$ cat config.mk
export PLATFORM = sky130hd
export DESIGN_NAME = spiie_top
export DESIGN_NICKNAME = d
export VERILOG_FILES = /design/src/spiie_top.v /design/src/spiie_sync.v /design/src/spiie_flags.v
export VERILOG_INCLUDE_DIRS = /design/src
export SDC_FILE = /design/constraint.sdc
export NUM_CORES = 1
export LEC_CHECK = 0
export BUFFER_PORTS_ARGS = -buffer_cell sky130_fd_sc_hd__buf_2
export CAP_MARGIN = 25
export CORE_MARGIN = 3
export CORE_UTILIZATION = 52
export CTS_BUF_LIST = sky130_fd_sc_hd__clkbuf_16
export DETAILED_ROUTE_END_ITERATION = 8
export PLACE_DENSITY = 0.83
export SLEW_MARGIN = 20
export SYNTH_ARGS = -nofsm -noshare
export SYNTH_HDL_FRONTEND = slang
export SYNTH_SLANG_ARGS = --single-unit
$ cat constraint.sdc
create_clock -name ref_clk -period 4.2 [get_ports ref_clk]
set_input_delay 0.21 -clock ref_clk [delete_from_list [all_inputs] [get_ports ref_clk]]
set_output_delay 0.21 -clock ref_clk [all_outputs]
set_load 0.02 [all_outputs]
$ cat src/spiie_defs.vh
/*
  Constants of the interrupt enable block: register byte addresses,
  bit positions of the flags and enables, and reset values.
  Assumes it is included by its bare name from the design files.
*/
`ifndef SPIIE_DEFS_VH
`define SPIIE_DEFS_VH

// ----------------------------------------------------------------
// Register byte addresses
// ----------------------------------------------------------------
`define SPIIE_CTRL_ADDR     32'h40058000
`define SPIIE_STAT_ADDR     32'h40058008
`define SPIIE_ENSET_ADDR    32'h4005800C
`define SPIIE_ENCLR_ADDR    32'h40058010
`define SPIIE_RX_DATA_REG_ADDR    32'h40058014
`define SPIIE_TX_DATA_REG_ADDR    32'h4005801C

// ----------------------------------------------------------------
// Flag and enable bit positions (same layout in both words)
// ----------------------------------------------------------------
`define SPIIE_RXAV_BIT      0
`define SPIIE_TXSP_BIT      1
`define SPIIE_RX_OVERRUN_FLAG_BIT      2
`define SPIIE_TX_UNDERRUN_FLAG_BIT      3
`define SPIIE_SSA_BIT       4
`define SPIIE_SSD_BIT       5
`define SPIIE_NFLAG         6
`define SPIIE_MASTER_BIT    0

// ----------------------------------------------------------------
// Reset values and widths
// ----------------------------------------------------------------
`define SPIIE_EN_RST        6'h00
`define SPIIE_STICKY_RST    4'h0
`define SPIIE_CTRL_RST      1'h0
`define SPIIE_DATA_W        16
`define SPIIE_NSEL          4

`endif

$ cat src/spiie_top.v
/*
  Interrupt enable block of a serial peripheral interface with an APB
  register slave, receive and transmit holding registers, status flags
  and a single level interrupt output.
  Assumes a shift engine on ref_clk drives the push, pull and start
  strobes, and slave select pins arrive asynchronously, active low.
*/
// Register access over APB was chosen for this implementation.
`timescale 1ns/1ps
`default_nettype none
`include "spiie_defs.vh"

// Overview of operation
// - Each enable bit sits at the position of the flag it gates.
// - Reading the enable-set register returns all implemented enables.
// - Writing ones to the enable-set register sets those enables.
// - Writing the enable-set register never clears an enable.
// - Bit 0 enables the receive data available interrupt.
// - Bit 1 enables the transmit holding register free interrupt.
// - Bit 2 enables the receiver overrun interrupt.
// - Slave mode flags overrun when new data meets unread receive data.
// - Master mode refuses a new transfer that would overrun the receiver.
// - Bit 3 enables the transmitter underrun interrupt.
// - Slave mode flags underrun when sending with no data loaded.
// - All enable bits read zero after reset.
// - Bit 4 enables the interrupt on any select becoming asserted while none was.
// - Bit 5 enables the interrupt on all selects released.
// - Writing one to the enable-clear register clears that enable.
// - Reading the receive data register clears the data available flag.
module spiie_top #(
  parameter DATA_W = `SPIIE_DATA_W,
  parameter NSEL   = `SPIIE_NSEL
) (
  // Clock and reset
  input  wire              ref_clk,
  input  wire              rst,
  // APB slave
  input  wire              psel,
  input  wire              penable,
  input  wire              pwrite,
  input  wire [31:0]       paddr,
  input  wire [31:0]       pwdata,
  output wire [31:0]       prdata,
  output wire              pready,
  output wire              pslverr,
  // Interrupt
  output wire              irq,
  // Shift engine, receive side
  input  wire              rx_push,
  input  wire [DATA_W-1:0] rx_push_data,
  // Shift engine, transmit side
  input  wire              tx_pull,
  output wire [DATA_W-1:0] tx_pull_data,
  output wire              tx_pull_valid,
  // Shift engine, master start handshake
  input  wire              start_req,
  output wire              start_gnt,
  output wire              master_mode,
  // Slave select pins, active low
  input  wire [NSEL-1:0]   ssel_n
);

  // ----------------------------------------------------------------
  // Declarations
  // ----------------------------------------------------------------
  reg  [5:0]        irq_en_ff;
  reg  [5:0]        nxt_irq_en;
  reg               master_ff;
  reg  [DATA_W-1:0] rx_data_ff;
  reg  [DATA_W-1:0] tx_data_ff;
  reg  [31:0]       prdata_ff;
  reg  [31:0]       nxt_prdata;
  reg  [5:0]        snap_flags_ff;
  reg               irq_ff;
  wire [5:0]        flags;
  wire [5:0]        stat_clr;
  wire [NSEL-1:0]   ssel_n_sync;
  wire              sel_any;
  wire              setup_ph;
  wire              access_ph;
  wire              wr_acc;
  wire              rd_acc;
  wire              mapped;
  wire              rx_clr;
  wire              tx_load;
  wire              rx_take;

  // ----------------------------------------------------------------
  // Address decode
  // ----------------------------------------------------------------
  function hit;
    input [31:0] addr;
    input [31:0] reg_addr;
    begin
      hit = (addr == reg_addr);
    end
  endfunction

  assign setup_ph  = psel & ~penable;
  assign access_ph = psel & penable;
  assign wr_acc    = access_ph & pwrite;
  assign rd_acc    = access_ph & ~pwrite;

  assign mapped = hit(paddr, `SPIIE_CTRL_ADDR)
                | hit(paddr, `SPIIE_STAT_ADDR)
                | hit(paddr, `SPIIE_ENSET_ADDR)
                | hit(paddr, `SPIIE_ENCLR_ADDR)
                | hit(paddr, `SPIIE_RX_DATA_REG_ADDR)
                | hit(paddr, `SPIIE_TX_DATA_REG_ADDR);

  // Every access completes in its first access cycle
  assign pready  = 1'b1;
  assign pslverr = access_ph & ~mapped;
  assign prdata  = prdata_ff;

  // ----------------------------------------------------------------
  // Slave select pins
  // ----------------------------------------------------------------
  spiie_sync #(
    .W (NSEL)
  ) u_sel_sync (
    .ref_clk  (ref_clk),
    .rst      (rst),
    .async_in (ssel_n),
    .rst_val  ({NSEL{1'b1}}),
    .sync_out (ssel_n_sync)
  );

  assign sel_any = ~(&ssel_n_sync);

  // ----------------------------------------------------------------
  // Status flags
  // ----------------------------------------------------------------
  // Read data is captured in the setup cycle, so side effects use the
  // snapshot: an event landing between setup and access is kept.
  assign stat_clr = (rd_acc & hit(paddr, `SPIIE_STAT_ADDR)) ?
                    snap_flags_ff : 6'h00;
  assign rx_clr   = rd_acc & hit(paddr, `SPIIE_RX_DATA_REG_ADDR)
                  & snap_flags_ff[`SPIIE_RXAV_BIT];
  assign tx_load  = wr_acc & hit(paddr, `SPIIE_TX_DATA_REG_ADDR);

  spiie_flags u_flags (
    .ref_clk  (ref_clk),
    .rst      (rst),
    .master   (master_ff),
    .rx_push  (rx_push),
    .rx_clr   (rx_clr),
    .tx_load  (tx_load),
    .tx_pull  (tx_pull),
    .sel_any  (sel_any),
    .stat_clr (stat_clr),
    .flags    (flags)
  );

  // ----------------------------------------------------------------
  // Master start gate
  // ----------------------------------------------------------------
  // A transfer that would land on unread receive data is held off
  assign start_gnt   = start_req & master_ff
                     & ~flags[`SPIIE_RXAV_BIT];
  assign master_mode = master_ff;

  // ----------------------------------------------------------------
  // Receive and transmit holding registers
  // ----------------------------------------------------------------
  // Unread receive data is never overwritten; incoming data is lost
  assign rx_take = rx_push & ~flags[`SPIIE_RXAV_BIT];

  always @(posedge ref_clk) begin
    if (rst) begin
      rx_data_ff <= {DATA_W{1'b0}};
      tx_data_ff <= {DATA_W{1'b0}};
    end else begin
      if (rx_take) begin
        rx_data_ff <= rx_push_data;
      end
      if (tx_load) begin
        tx_data_ff <= pwdata[DATA_W-1:0];
      end
    end
  end

  assign tx_pull_data  = tx_data_ff;
  assign tx_pull_valid = ~flags[`SPIIE_TXSP_BIT];

  // ----------------------------------------------------------------
  // Control and enable registers
  // ----------------------------------------------------------------
  always @* begin
    nxt_irq_en = irq_en_ff;
    if (wr_acc & hit(paddr, `SPIIE_ENSET_ADDR)) begin
      nxt_irq_en = irq_en_ff | pwdata[5:0];
    end
    if (wr_acc & hit(paddr, `SPIIE_ENCLR_ADDR)) begin
      nxt_irq_en = irq_en_ff & ~pwdata[5:0];
    end
  end

  always @(posedge ref_clk) begin
    if (rst) begin
      irq_en_ff <= `SPIIE_EN_RST;
      master_ff <= `SPIIE_CTRL_RST;
    end else begin
      irq_en_ff <= nxt_irq_en;
      if (wr_acc & hit(paddr, `SPIIE_CTRL_ADDR)) begin
        master_ff <= pwdata[`SPIIE_MASTER_BIT];
      end
    end
  end

  // ----------------------------------------------------------------
  // Read data
  // ----------------------------------------------------------------
  always @* begin
    nxt_prdata = 32'h00000000;
    if (hit(paddr, `SPIIE_CTRL_ADDR)) begin
      nxt_prdata[`SPIIE_MASTER_BIT] = master_ff;
    end
    if (hit(paddr, `SPIIE_STAT_ADDR)) begin
      nxt_prdata[5:0] = flags;
    end
    if (hit(paddr, `SPIIE_ENSET_ADDR)) begin
      nxt_prdata[5:0] = irq_en_ff;
    end
    if (hit(paddr, `SPIIE_RX_DATA_REG_ADDR)) begin
      nxt_prdata[DATA_W-1:0] = rx_data_ff;
    end
  end

  always @(posedge ref_clk) begin
    if (rst) begin
      prdata_ff     <= 32'h00000000;
      snap_flags_ff <= 6'h00;
    end else if (setup_ph & ~pwrite) begin
      prdata_ff     <= nxt_prdata;
      snap_flags_ff <= flags;
    end
  end

  // ----------------------------------------------------------------
  // Interrupt
  // ----------------------------------------------------------------
  // Registered so the pin never glitches on decode; costs one cycle.
  // Enable word and flag word share one layout, so a bitwise AND pairs
  // each source with its enable.
  always @(posedge ref_clk) begin
    if (rst) begin
      irq_ff <= 1'b0;
    end else begin
      irq_ff <= |(flags & irq_en_ff);
    end
  end

  assign irq = irq_ff;

endmodule
`default_nettype wire

$ cat src/spiie_sync.v
/*
  Two flip-flop synchroniser for a bus of levels.
  Assumes each bit changes slowly against ref_clk; no bus coherence.
*/
`timescale 1ns/1ps
`default_nettype none

module spiie_sync #(
  parameter W = 4
) (
  // Clock and reset
  input  wire         ref_clk,
  input  wire         rst,
  // Levels
  input  wire [W-1:0] async_in,
  input  wire [W-1:0] rst_val,
  output wire [W-1:0] sync_out
);

  reg [W-1:0] meta_ff;
  reg [W-1:0] sync_ff;

  // ----------------------------------------------------------------
  // Stages
  // ----------------------------------------------------------------
  // First stage feeds only the second stage
  always @(posedge ref_clk) begin
    if (rst) begin
      meta_ff <= rst_val;
      sync_ff <= rst_val;
    end else begin
      meta_ff <= async_in;
      sync_ff <= meta_ff;
    end
  end

  assign sync_out = sync_ff;

endmodule
`default_nettype wire

$ cat src/spiie_flags.v
/*
  Status flags of the serial interface: receive data available,
  transmit space, overrun, underrun, select assert and release.
  Assumes push, pull and load strobes are single-cycle ref_clk pulses.
*/
`timescale 1ns/1ps
`default_nettype none
`include "spiie_defs.vh"

module spiie_flags (
  // Clock and reset
  input  wire       ref_clk,
  input  wire       rst,
  // Events from the data path
  input  wire       master,
  input  wire       rx_push,
  input  wire       rx_clr,
  input  wire       tx_load,
  input  wire       tx_pull,
  input  wire       sel_any,
  // Software clear of sticky bits, one per flag position
  input  wire [5:0] stat_clr,
  // Flag word
  output wire [5:0] flags
);

  reg       rx_full_ff;
  reg       tx_full_ff;
  reg [3:0] sticky_ff;
  reg       sel_prev_ff;
  reg       nxt_rx_full;
  reg       nxt_tx_full;
  reg [3:0] nxt_sticky;
  wire      ov_evt;
  wire      ur_evt;
  wire      ssa_evt;
  wire      ssd_evt;

  // ----------------------------------------------------------------
  // Events
  // ----------------------------------------------------------------
  assign ov_evt  = rx_push & rx_full_ff & ~master;
  assign ur_evt  = tx_pull & ~tx_full_ff & ~master;
  assign ssa_evt = sel_any & ~sel_prev_ff;
  assign ssd_evt = ~sel_any & sel_prev_ff;

  // ----------------------------------------------------------------
  // Next state; a set always wins over a clear in the same cycle
  // ----------------------------------------------------------------
  always @* begin
    nxt_rx_full = rx_full_ff;
    if (rx_clr) begin
      nxt_rx_full = 1'b0;
    end
    if (rx_push) begin
      nxt_rx_full = 1'b1;
    end
    nxt_tx_full = tx_full_ff;
    if (tx_pull) begin
      nxt_tx_full = 1'b0;
    end
    if (tx_load) begin
      nxt_tx_full = 1'b1;
    end
    nxt_sticky = (sticky_ff & ~stat_clr[5:2])
               | {ssd_evt, ssa_evt, ur_evt, ov_evt};
  end

  always @(posedge ref_clk) begin
    if (rst) begin
      rx_full_ff  <= 1'b0;
      tx_full_ff  <= 1'b0;
      sticky_ff   <= `SPIIE_STICKY_RST;
      sel_prev_ff <= 1'b0;
    end else begin
      rx_full_ff  <= nxt_rx_full;
      tx_full_ff  <= nxt_tx_full;
      sticky_ff   <= nxt_sticky;
      sel_prev_ff <= sel_any;
    end
  end

  assign flags = {sticky_ff, ~tx_full_ff, rx_full_ff};

endmodule
`default_nettype wire

### Word level (Yosys, flattened, before mapping)

Cells that the tools add are included.

* add/subtract/negate cells: 0
* divide/modulo/power cells: 0
* equality and inequality tests: 6
* $lt $le $gt $ge: 0
* shift-type cells: 0
* reductions and logical operators: 5
* bitwise logic cells: 42
* multipliers: 0
* mux-type cells: 11

Operators with widths (count)
* 32-bit by 31-bit == test with 1-bit output, second input constant: 6
* 6-bit 2-to-1 mux: 5
* 1-bit AND: 22
* 16-bit 2-to-1 mux: 1
* 6-bit AND: 2
* 1-bit NOT: 8
* 6-bit NOT: 1
* 6-bit bitwise OR: 1
* 2-bit nonzero test: 3
* 6-bit OR reduction: 1
* 1-bit 2-to-1 mux: 5
* 1-bit bitwise OR: 5
* 4-bit AND: 1
* 4-bit NOT: 1
* 4-bit bitwise OR: 1
* 4-bit AND reduction: 1

* flip-flop bits (word level): 77
* memories kept: 0
* output and inout port bits: 54
* bits in latches: 0
* ROM bits: 0
* logic and storage cells: 77
* memory bits (writable): 0

### Depth between registers and ports, before layout

Gate-level depths: netlist of the first run.

* depth in word-level cells: 8
* depth in mapped cells: 7
* mapped depth without buffers: 4

### Modules after synthesis

From an unflattened synthesis of the first run, not the netlist that was laid out.

* cell total of the unflattened synthesis: 403
* area, all modules: 3624.7 sq um

By module, submodules not included
* spiie_top: cells each 358, sequential area each 1241.2 sq um, times used 1, area each 3070.4 sq um
* spiie_sync: cells each 17, sequential area each 160.2 sq um, times used 1, area each 291.5 sq um
* spiie_flags: cells each 28, sequential area each 140.1 sq um, times used 1, area each 262.8 sq um

### Least setup slack after synthesis of the first run

Ideal clock, no wire load.

* path type: input -> register
* start: in paddr[1]
* end: reg tx_data_ff[10] (netlist: tx_pull_data[10])
* arrival time: 1.742 ns
* path buffers: 3
* setup time: 0.132 ns
* stages: 7
* slack: 2.326 ns
* required time: 4.068 ns
* cells stage by stage: or3b_1 -> buf_6 -> or4_4 -> buf_6 -> buf_12 -> o31ai_2 -> a21oi_1

* longest elaborated chain between the ends: 2

Ends and longest elaborated chain
* from (decl): line spiie_top.v:41 `input wire [31:0] paddr,`
* 32-bit by 31-bit == test with 1-bit output: line spiie_top.v:95 `hit = (addr == reg_addr);`
* 1-bit AND: line spiie_top.v:140 `` assign tx_load = wr_acc & hit(paddr, `SPIIE_TX_DATA_REG_ADDR); ``
* to (signal assigned): line spiie_top.v:172 `tx_data_ff <= {DATA_W{1'b0}};`
* to (signal assigned): line spiie_top.v:178 `tx_data_ff <= pwdata[DATA_W-1:0];`
* to (decl): line spiie_top.v:70 `reg [DATA_W-1:0] tx_data_ff;`

No other way between the ends.
A chain may end at the register's enable or synchronous reset.

### Worst setup path after layout of the first run

* start: in paddr[14]
* end: out pslverr

* longest elaborated chain between the ends: 8
* elaborated cells between the ends (all ways): 13

Ends and longest elaborated chain
* 32-bit by 31-bit == test with 1-bit output: line spiie_top.v:95
* 1-bit bitwise OR (4 in series): line spiie_top.v:104 `` assign mapped = hit(paddr, `SPIIE_CTRL_ADDR) ``
* 1-bit bitwise OR (*): line spiie_top.v:104
* 1-bit NOT (*): line spiie_top.v:113 `assign pslverr = access_ph & ~mapped;`
* 1-bit AND (*): line spiie_top.v:113
* to (decl): line spiie_top.v:45 `output wire pslverr,`

Every way passes the cells marked *; elsewhere a longest branch is shown, timed or not.

==> results.md, run 1 <==
- The critical path goes through buf_2 -> nor4b_1 -> and4_1 -> buf_4 -> nand3_1 -> o311a_1 -> buf_2.
- The pre-antenna-repair detailed-routing pass consisted of 4 iterations.
- The floorplan step set the die height to 88.1 µm.
- The number of synthesized register bits is 76.
- The number of warnings issued by yosys is 0.
- After detailed routing, the total wire length is 9180 µm.
- For this block, the initial DRC count from the detailed router was 178.
- dfxtp_1 takes more of the synthesized area than any other cell.
- The number of hold buffers added after cts is 0.
- Port buffering added 112 buffers.
- Among the stages of the critical path, the cell type that occurs most often is buf_2.
- The run finished with clean final reports.
- Across all hold checks on the routed design, the worst slack comes to 0.0550 ns.
- The hold path startpoint is ssel_n[2].
- Summing all multi-input logic gate instances after layout gives 0.00171 mm².
- For flop-to-flop paths, the worst setup slack is 2.77 ns.
- VDD sags by at most 337 µV.
- At the placement stage, the worst setup path has a slack of 1.92 ns.
- The wire-length estimate of the detail-placed layout is 6400 µm.
- The clock tree buffer depth is 2.
- The number of placed instances with taps included is 554.
- The count of final max-slew check failures is 0.
- The clock latency reported for the late side of the worst-skew pair is 0.33 ns.
- The hold violation total from the final report came to 0.
- The count of cells along the worst register-to-register path is 3.
- The power density over the cells is 388 mW/mm².
- The critical path runs through a total of 7 cells.
- The average routed wire per standard cell is 16.1 µm.
- The top cell family by delay on the critical path is simple AND/OR/NAND/NOR gates.
- In this run the number of H-tree levels came out at 3.
- The final weighted congestion in routability-driven placement is 0.880.
- From synthesis to final layout, the design area changed by 22.6%.
- The average size of a mapped cell is 8.93 µm².
- The site row count is 29.
- For this configuration, the core starts out at a cell density of 0.543.
- The post-synthesis instance area is 0.00351 mm².
- The tightest min-delay check is of the in -> reg type.
- The clock arrives with 0.00394 ns of skew.
- Counting the buffers created by CTS gives 9.
- On the worst path, the slowest cell contributes a delay of 0.45 ns.
- Entering global routing, the biggest net connects 39 pins.
- The number of max-cap violations is 0.
- Setup repair after global routing left no endpoint under its margin.
- The overflow left after global routing is 0.
- The via count of the first global-routing pass came to 3104.
- Setup slack on the critical path of the routed design comes to 1.84 ns.
- The number of vias after detailed routing is 3344.
- Measured along the x axis, the die boundary spans 88.1 µm.
- The buffer count from post-CTS setup fixing is 0.
- The finished cells cover 0.00430 mm².
- The terminus of the critical flop-to-flop path is rx_data_ff[7]$_SDFFE_PP0P_.
- The number of buffers and inverters on the critical path is 3.
- The post-place instance area is 0.00399 mm².
- The cell count of the worst hold path is 2.
- 0 antenna diodes ended up in the layout.
- For this run, the top clock speed supported by timing is 424 MHz.
- During I/O placement, the number of pins put on the boundary was 146.
- Summed over all failing endpoints, the final setup total negative slack is 0 ns.
- The layout filler cell count is 557.
- The layout cell share with drive strength beyond 1 is 0.330.
- Setup violations remaining at the end of the flow were counted as 0.
- The tree is rooted in a clkbuf_16.
- The core region area is 0.00646 mm².
- The worst-case headroom to the max-slew limit is 0.361.
- The CTS tree is built.
- The share of the Yosys chip area taken by registers is 0.434.
- Post-CTS repair changed the size of 0 cells.
- After detailed routing, the number of remaining DRC violations is 0.
- The clock drives 76 sinks.
- The sort of element at the start of the critical path is an input pin.
- The area of all sequential standard cells is 0.00152 mm².
- The leakage power is 1.74 nW.
- The launch point of the worst reg-to-reg path is u_flags.rx_full_ff$_SDFFE_PP0P_.
- The initial antenna violation count is 0.
- After synthesis, the netlist uses 48 different library cells.
- By area the synthesized netlist is led by dfxtp_1, a21oi_1, nand2_1.
- The arrival time reported for the critical path endpoint is 2.15 ns.
- The detailed-route vias per instance is 5.86.
- The post-layout minimum cycle time is 2.36 ns.
- Leaving out filler cells and counting taps, the final layout contains 571.
- At the end of the flow, the number of nets in the layout was 581.
- The die covers 0.00777 mm².
- The worst setup path is captured at an output pin.
- For the pin with the worst max-slew slack, the measured transition is 0.952 ns.
- Synthesis produced 393 cells.
- The highest fanout seen on the critical path is 36.
- The first global-routing pass estimated 14800 µm of wire.
- The share of synthesized area in the top cell type comes to 0.434.
- The end point of the worst hold path is u_sel_sync.meta_ff[2]$_SDFF_PP1_.
- The critical-path cell with the highest stage delay is nor4b_1.
- In this run the remaining antenna-violating nets after routing total 0.
- The type of the setup path with the least slack is in -> out.
- The overall track demand over capacity in global routing is 0.241.
- Of the available clock period, the critical path in the final layout requires 0.562.
- STA puts the critical path data required time at 3.99 ns.
- After clock tree synthesis, the clock-pin slew on the worst setup and hold paths is 0.06 ns.
-- registers in the layout, indices dropped and copies added, names as in the netlist, 4 cells and up, named ones only --
| register | flops |
|---|---|
| snap_flags_ff | 5 |
| rx_data_ff | 16 |
| u_flags.sticky_ff | 4 |
| tx_pull_data | 16 |
| u_sel_sync.sync_out | 4 |
| u_sel_sync.meta_ff | 4 |
| prdata | 16 |
-- per-layer routing --
metal  up-vias  wire length (µm)  GRT usage
met5         -                 0          0
met1      1574              3870      0.319
li1       1610                 -          -
met3        23               622     0.0442
met4         0               227      0.110
met2       137              4460      0.384
-- stage by stage --
stage                util  total power [mW]
detailed placement  0.617             0.898
global route        0.666              1.73
CTS                 0.665              1.68
floorplan               -             0.854
finish              0.666              1.67
global placement    0.617             0.894
-- Yosys cell counts (all sizes together) --
| cell type | n |
|---|---|
| nor2 | 14 |
| a21oi | 44 |
| clkbuf | 25 |
| or4 | 3 |
| a221oi | 1 |
| nand3b | 2 |
| nor4b | 3 |
| nor3b | 2 |
| mux2i | 2 |
| or3b | 3 |
| nor4 | 13 |
| conb | 2 |
| a211oi | 6 |
| a2111oi | 1 |
| a31o | 1 |
| nand2b | 6 |
| o311a | 1 |
| dfxtp | 76 |
| or3 | 2 |
| nand4 | 24 |
| or2b | 1 |
| o41ai | 5 |
| a41oi | 6 |
| a22o | 10 |
| o21ai | 2 |
| o31ai | 17 |
| nor3 | 2 |
| o211ai | 5 |
| o22a | 2 |
| and4 | 6 |
| buf | 24 |
| nand3 | 4 |
| or2 | 10 |
| and3b | 1 |
| a31oi | 5 |
| a22oi | 1 |
| inv | 14 |
| and2 | 1 |
| nand2 | 41 |
| o21bai | 5 |
-- power breakdown --
part	internal, mW	total (mW)	switching, mW
clock	0.468	0.783	0.315
sequential	0.741	0.752	0.0113
combinational	0.0523	0.133	0.0802
-- cell type report --
cell class                 count  area share
sequential                    76       0.354
timing repair buffer         119       0.143
inverter                      14      0.0122
clock buffer                   9      0.0524
multi-input combinational    269       0.398
clock inverter                 7      0.0189
tap                           77      0.0224
-- how the worst max path moves through the flow --
stage	start	endpoint	slack, ns
global route	paddr[14]	pslverr	1.74
CTS	paddr[9]	pslverr	1.91
finish	paddr[14]	pslverr	1.84
detailed placement	paddr[9]	pslverr	1.92
global placement	paddr[6]	tx_pull_data[6]$_SDFFE_PP0P_	1.99
floorplan	paddr[1]	tx_pull_data[10]$_SDFFE_PP0P_	2.33
-- logic make-up (layout without fill, tap and decap cells) --
group	after synthesis	after routing	synth area share
buffers and inverters	63	149	0.0959
and+or+nand+nor	138	138	0.228
DFF	76	76	0.434
AOI/OAI and AO/OA	112	112	0.235
muxes	2	2	0.00571
other	2	17	0.00214
-- placed cells by master (no fill, tap or decap), types with 2 or more instances in the layout --
| cell type | instances |
|---|---|
| o21bai_1 | 5 |
| o22a_1 | 2 |
| clkbuf_16 | 9 |
| o211ai_1 | 5 |
| o21ai_0 | 2 |
| nand2b_1 | 6 |
| buf_4 | 7 |
| nand4_1 | 24 |
| o31ai_1 | 7 |
| inv_6 | 3 |
| mux2i_1 | 2 |
| nand3_1 | 4 |
| or2_2 | 10 |
| buf_2 | 112 |
| inv_1 | 14 |
| nand2_1 | 41 |
| a211oi_1 | 6 |
| clkinv_4 | 2 |
| nand3b_1 | 2 |
| a21oi_1 | 44 |
| or3_1 | 2 |
| a22o_1 | 10 |
| dfxtp_1 | 76 |
| or4_1 | 2 |
| nor2_1 | 14 |
| a41oi_1 | 6 |
| nor4b_1 | 3 |
| nor4_1 | 11 |
| a31oi_1 | 5 |
| or3b_1 | 2 |
| and4_1 | 6 |
| o31ai_2 | 10 |
| o41ai_1 | 5 |
| conb_1 | 17 |
| nor4_4 | 2 |
Note: power is estimated with default switching activity, not from simulation.
==> run 2: changes to the inputs <==
Settings changed: CORE_UTILIZATION 52 to 48, PLACE_DENSITY 0.83 to 0.77.
Clock period 4.2 ns to 2.3 ns, I/O delays scaled along.
==> results.md, run 2 (same netlist as run 1, synthesis figures left out) <==
- The length of routed met2 wiring was 4650 µm (was 4460 µm).
- The layout cell share with drive strength beyond 1 is 0.328 (was 0.330).
- The buffer count from post-CTS setup fixing came to 0 (unchanged).
- The actual transition at the worst max-transition pin was 0.767 ns (was 0.952 ns).
- The switching power summed over all nets was 704 µW (was 406 µW).
- The sort of element at the start of the critical path is an input pin (unchanged).
- The site row count is 30 (was 29).
- The via count of the first global-routing pass is 3135 (was 3104).
- The count of port buffers added during placement came to 112 (unchanged).
- The least setup slack across all paths after layout came to 0.628 ns (was 1.84 ns).
- The maximum number of pins on one net before global-route repair is 58 (was 39).
- The number of cells upsized or downsized after cts is 0 (unchanged).
- The count of cells along the worst register-to-register path came to 3 (unchanged).
- The count of pins on the block boundary is 146 (unchanged).
- The critical path endpoint category is a register (was output pin).
- The total of endpoints with negative setup slack in the final report was 0 (unchanged).
- The top metal layer carrying routed signals is met4 (unchanged).
- The total power after layout is 3.11 mW (was 1.67 mW).
- The CTS tree is built (unchanged).
- The DRC violation count after routing came to 0 (unchanged).
- The required time at the worst-slack endpoint is 2.49 ns (was 3.99 ns).
- The post-placement setup slack is 0.286 ns (was 1.92 ns).
- The number of optimization iterations in the first detailed-route pass is 4 (unchanged).
- The initial core utilization is 0.505 (was 0.543).
- Unrepaired setup endpoints after global routing: no (unchanged).
- The antenna diode count came to 0 (unchanged).
- The cell count of the worst hold path is 2 (unchanged).
- The setup TNS is 0 ns (unchanged).
- The total CTS buffers came to 9 (unchanged).
- The most frequent standard cell in the layout excluding fill and tap cells is buf_2 (unchanged).
- The post-detailed-placement half-perimeter wirelength came to 6420 µm (was 6400 µm).
- The routed wire length on met3 came to 623 µm (was 622 µm).
- The highest fanout seen on the critical path is 16 (was 36).
- The number of max-cap violations is 0 (unchanged).
- The final cell utilization of the core was 0.636 (was 0.666).
- The initial antenna violation count came to 0 (unchanged).
- The number of H-tree levels is 3 (unchanged).
- The routed wire length is 9280 µm (was 9180 µm).
- The clock tree buffer depth came to 2 (unchanged).
- The clock latency reported for the late side of the worst-skew pair is 0.33 ns (about the same).
- Status: finished clean (unchanged).
- The power share of the combinational group is 0.080 (was 0.079).
- The hold violation total from the final report is 0 (unchanged).
- The final weighted congestion in routability-driven placement is 0.924 (was 0.880).
- The number of vias after detailed routing is 3296 (was 3344).
- The proportion of power drawn by the clock network is 0.477 (was 0.469).
- The post-CTS clock slew at the launch and capture registers of the worst setup and hold paths is 0.06 ns (about the same).
- The worst path needs 1.67 ns of the cycle, external delays included.
- The arrival time reported for the critical path endpoint is 1.86 ns (was 2.15 ns).
- The overflow left after global routing is 0 (unchanged).
- The die area is 0.00837 mm² (was 0.00777 mm²).
- The terminus of the critical flop-to-flop path is rx_data_ff[5]$_SDFFE_PP0P_ (was rx_data_ff[7]$_SDFFE_PP0P_).
- The synthesis-to-layout area growth is 25.9% (was 22.6%).
- The highest attainable clock frequency is 598 MHz.
- The detailed-route vias per instance is 5.50 (was 5.86).
- The horizontal extent of the die is 91.5 µm (was 88.1 µm).
- The power density over the cells is 703 mW/mm² (was 388 mW/mm²).
- The die extent in y was 91.5 µm (was 88.1 µm).
- The net total in the final layout is 590 (was 581).
- The number of hold buffers added after cts is 5 (was 0).
- The total number of clock tree sinks is 76 (unchanged).
- The type of the setup path with the least slack is in -> reg (was in -> out).
- The launch point of the worst reg-to-reg path is u_flags.rx_full_ff$_SDFFE_PP0P_ (unchanged).
- The share of total power in sequential cells is 0.443 (was 0.451).
- The core region area was 0.00694 mm² (was 0.00646 mm²).
- The routed length on met1 is 3910 µm (was 3870 µm).
- The reg2reg setup slack came to 0.87 ns (was 2.77 ns).
- The count of final max-slew check failures is 0 (unchanged).
- The fraction of power spent switching nets is 0.227 (was 0.244).
- The post-route clock skew is 0.00685 ns (was 0.00394 ns).
- The hold path startpoint is pwdata[3] (was ssel_n[2]).
- The residual antenna-violating net count after detailed routing is 0 (unchanged).
- The cell at the root of the clock tree is clkbuf_16 (unchanged).
- The overall track demand over capacity in global routing is 0.214 (was 0.241).
- In the finished design, the share of the clock period the worst path needs comes to 0.727.
- The maximum VDD drop is 473 µV (was 337 µV).
- The average routed wire per standard cell is 15.5 µm (was 16.1 µm).
- The initial DRC count came to 268 (was 178).
- The worst-case headroom to the max-slew limit is 0.487 (was 0.361).
- The wire length of the first global-routing pass is 14600 µm (was 14800 µm).
- The type of the tightest min-delay check is in -> reg (unchanged).
- Commonest cells after routing, fill and taps aside: buf_2, dfxtp_1, a21oi_1 (unchanged).
- The internal power is 2.40 mW (was 1.26 mW).
- The leakage power came to 1.79 nW (was 1.74 nW).
[run 2: cell types whose count changed in the layout (fill, tap and decap cells not counted)]
cell,delta
dlygate4sd3_1,+5
bufinv_16,+1
buf_4,+4
clkinv_4,-1
inv_6,-2
inv_1,+2
[run 2: how the worst max path moves through the flow]
| stage | depth (start not counted) | slack (ns) | end | start |
|---|---|---|---|---|
| final | 5 | 0.63 | tx_pull_data[4]$_SDFFE_PP0P_ | paddr[1] |
| after detailed placement | 5 | 0.29 | tx_pull_data[1]$_SDFFE_PP0P_ | paddr[1] |
| after CTS | 5 | 0.62 | prdata[11]$_SDFFE_PP0P_ | paddr[1] |
| after global routing | 5 | 0.50 | tx_pull_data[0]$_SDFFE_PP0P_ | paddr[2] |
| after floorplan | 7 | 0.52 | tx_pull_data[10]$_SDFFE_PP0P_ | paddr[1] |
| after global placement | 5 | 0.32 | prdata[15]$_SDFFE_PP0P_ | paddr[1] |
[run 2: power by group through the flow]
stage	clock (mW)	sequential, mW	combinational, mW
5_1_grt	1.57	1.38	0.275
3_5_place_dp	0	1.40	0.238
2_1_floorplan	0	1.40	0.158
4_1_cts	1.51	1.38	0.246
6_report	1.48	1.38	0.248
3_3_place_gp	0	1.40	0.232
[run 2: layer usage]
layer | global-route usage | up-vias
li1 | - | 1629
met1 | 0.270 | 1542
met2 | 0.357 | 116
met3 | 0.0563 | 9
met4 | 0.0628 | 0
met5 | 0 | -
[run 2: layout make-up]
class	instances	area (µm²)
Fill cell	600	2530
Multi-Input combinational cell	269	1710
Sequential cell	76	1520
Timing Repair Buffer	128	693
Clock buffer	9	225
Tap cell	96	120
Clock inverter	7	92.6
Inverter	14	52.6
[run 2: through the flow]
step,cell area (µm²),instances,hold slack [ns]
2_1_floorplan,3560,408,0.214
3_3_place_gp,4040,577,0.297
3_5_place_dp,4040,577,0.301
4_1_cts,4410,598,0.00412
5_1_grt,4420,599,0.0129
6_report,4420,599,0.0126
[run 2: critical path, stage by stage]
cell     delay, ns
buf_2         0.12
or3b_1        0.54
or4_4         0.72
o31ai_1       0.24
a21oi_1       0.11
==> run 3: changes to the inputs <==
Settings changed: CORE_UTILIZATION 48 to 43, PLACE_DENSITY 0.77 to 0.73.
Clock period 2.3 ns to 1.5 ns, I/O delays scaled along.
==> results.md, run 3 (same netlist as run 1, synthesis figures left out) <==
- The area of all placed cells without fillers is 0.00500 mm² (was 0.00442 mm²).
- Unrepaired setup endpoints after global routing: yes (was no).
- The post-route clock skew is 0.00747 ns (was 0.00685 ns).
- Critical path, cell by cell: buf_2 -> or3b_1 -> or4_4 -> o31ai_1 -> a21oi_1 (unchanged).
- The site row count is 32 (was 30).
- The count of final max-slew check failures is 0 (unchanged).
- The power density over the cells is 1000 mW/mm² (was 703 mW/mm²).
- The combined area of the multi-input logic cells is 0.00181 mm² (was 0.00171 mm²).
- The count of port buffers added during placement came to 112 (unchanged).
- The cell at the root of the clock tree is clkbuf_16 (unchanged).
- The number of optimization iterations in the first detailed-route pass is 4 (unchanged).
- The buffer count from post-CTS setup fixing is 0 (unchanged).
- The required time at the worst-slack endpoint is 1.70 ns (was 2.49 ns).
- Status: finished clean (unchanged).
- The least setup slack across all paths after layout was 0.0307 ns (was 0.628 ns).
- For hold timing, the worst endpoint is tx_pull_data[12]$_SDFFE_PP0P_.
- The number of H-tree levels came to 3 (unchanged).
- The post-placement setup slack came to -0.307 ns (was 0.286 ns).
- The layout filler cell count is 663 (was 600).
- The core region area was 0.00781 mm² (was 0.00694 mm²).
- The wire length of the first global-routing pass came to 15600 µm (was 14600 µm).
- The start point of the critical path is paddr[1] (unchanged).
- The hold path startpoint is pwdata[12] (was pwdata[3]).
- The average routed wire per standard cell is 15.8 µm (was 15.5 µm).
- The critical-path cell with the highest stage delay is or4_4 (unchanged).
- The die area is 0.00928 mm² (was 0.00837 mm²).
- The post-place instance area came to 0.00433 mm² (was 0.00404 mm²).
- The synthesis-to-layout area growth is 42.5% (was 25.9%).
- The count of cells along the worst register-to-register path is 5 (was 3).
- The post-CTS clock slew at the launch and capture registers of the worst setup and hold paths came to 0.06 ns (about the same).
- The detailed-route vias per instance is 5.38 (was 5.50).
- The peak per-stage delay on the critical path is 0.69 ns (was 0.72 ns).
- The setup TNS is 0 ns (unchanged).
- The hold violation total from the final report is 0 (unchanged).
- The most frequent standard cell in the layout excluding fill and tap cells is buf_2 (unchanged).
- The die extent in y is 96.3 µm (was 91.5 µm).
- The routed wire length is 10300 µm (was 9280 µm).
- The clock latency reported for the late side of the worst-skew pair is 0.33 ns (about the same).
- The residual antenna-violating net count after detailed routing is 0 (unchanged).
- The launch point of the worst reg-to-reg path is u_flags.rx_full_ff$_SDFFE_PP0P_ (unchanged).
- The leakage power is 2.05 nW (was 1.79 nW).
- The highest fanout seen on the critical path was 16 (unchanged).
- The final worst hold slack came to 0.00892 ns (was 0.0126 ns).
- The initial antenna violation count is 0 (unchanged).
- The DRC violation count after routing is 0 (unchanged).
- The area of all sequential standard cells is 0.00152 mm² (unchanged).
- The post-layout minimum cycle time is 1.47 ns.
- The reg2reg setup slack came to 0.23 ns (was 0.87 ns).
- The horizontal extent of the die is 96.3 µm (was 91.5 µm).
- The maximum number of pins on one net before global-route repair is 45 (was 58).
- Commonest cells after routing, fill and taps aside: buf_2, dfxtp_1, a21oi_1 (unchanged).
- The type of the setup path with the least slack is in -> reg (unchanged).
- The sort of element at the start of the critical path is an input pin (unchanged).
- The final weighted congestion in routability-driven placement is 0.876 (was 0.924).
- The total of endpoints with negative setup slack in the final report is 0 (unchanged).
- The overflow left after global routing was 0 (unchanged).
- The cell count of the worst hold path is 3 (was 2).
- The total number of clock tree sinks is 76 (unchanged).
- For this run, the top clock speed supported by timing is 681 MHz.
- The arrival time reported for the critical path endpoint came to 1.67 ns (was 1.86 ns).
- The via count of the first global-routing pass is 3332 (was 3135).
- The maximum VDD drop was 703 µV (was 473 µV).
- The actual transition at the worst max-transition pin is 0.731 ns (was 0.767 ns).
- The terminus of the critical flop-to-flop path is rx_data_ff[11]$_SDFFE_PP0P_ (was rx_data_ff[5]$_SDFFE_PP0P_).
- The critical path endpoint category was a register (unchanged).
- The post-detailed-placement half-perimeter wirelength was 6990 µm (was 6420 µm).
- The antenna diode count is 0 (unchanged).
- The CTS tree was built (unchanged).
- The overall track demand over capacity in global routing is 0.217 (was 0.214).
- The initial core utilization is 0.449 (was 0.505).
- The total CTS buffers is 9 (unchanged).
- The worst-case headroom to the max-slew limit is 0.511 (was 0.487).
- In the finished design, the share of the clock period the worst path needs comes to 0.980.
- The clock tree buffer depth was 2 (unchanged).
- The number of vias after detailed routing is 3498 (was 3296).
- The count of pins on the block boundary was 146 (unchanged).
- The final cell utilization of the core came to 0.641 (was 0.636).
- The number of max-cap violations is 0 (unchanged).
- The initial DRC count was 126 (was 268).
- The type of the tightest min-delay check is in -> reg (unchanged).
- The layout cell share with drive strength beyond 1 was 0.374 (was 0.328).
- The net total in the final layout was 636 (was 590).
-- run 3: changes by cell type in the layout (fill, tap and decap cells not counted), moves of 3 or more --
cell | previous run | this run
buf_4 | 11 | 32
dlygate4sd3_1 | 5 | 25
buf_12 | 0 | 5
nor4_1 | 11 | 8
nor4b_1 | 3 | 0
-- run 3: area by class of cell --
class                           count  area share
Inverter                           14      0.0105
Timing Repair Buffer              174       0.230
Tap cell                          102      0.0255
Clock inverter                      6      0.0228
Sequential cell                    76       0.304
Clock buffer                        9      0.0450
Multi-Input combinational cell    269       0.362
-- run 3: worst max path at each step --
stage | to | slack, ns | cells past startpoint
after detailed placement | tx_pull_data[1]$_SDFFE_PP0P_ | -0.31 | 5
after floorplan | tx_pull_data[10]$_SDFFE_PP0P_ | -0.24 | 7
after CTS | pslverr | 0.02 | 6
final | tx_pull_data[1]$_SDFFE_PP0P_ | 0.03 | 5
after global routing | tx_pull_data[1]$_SDFFE_PP0P_ | -0.06 | 5
after global placement | tx_pull_data[1]$_SDFFE_PP0P_ | -0.25 | 5
-- run 3: power breakdown --
| group | switching [mW] | internal, mW | leakage (nW) |
|---|---|---|---|
| Combinational | 0.258 | 0.225 | 1.28 |
| Sequential | 0.0316 | 2.08 | 0.619 |
| Clock | 0.819 | 1.62 | 0.158 |
-- run 3: timing repair --
item / CTS / global route
cloned: 0 / 0
endpoints found under the setup margin: 12 / 5
hold buffers: 25 / 0
resized for setup: 5 / 9
hold endpoints to repair: 25 / 0
pin swaps: 1 / 0
-- run 3: per-layer routing --
layer  part of all wire  GRT usage  wire length (µm)
met3              0.077     0.0563               794
met1               0.40      0.257              4110
met4              0.010     0.0596               103
met5                  0          0                 0
met2               0.51      0.386              5260
-- run 3: worst max-delay path, delay by kind of cell --
kind / cells / cell delay, ns
compound gates: 2 / 0.36
buf+inv: 1 / 0.12
simple gates: 2 / 1.11
-- run 3: per-stage QoR --
step                total power [mW]  instances
finish                          5.03        650
global route                    5.18        650
CTS                             5.04        650
detailed placement              2.56        610
global placement                2.54        610
floorplan                       2.39        408
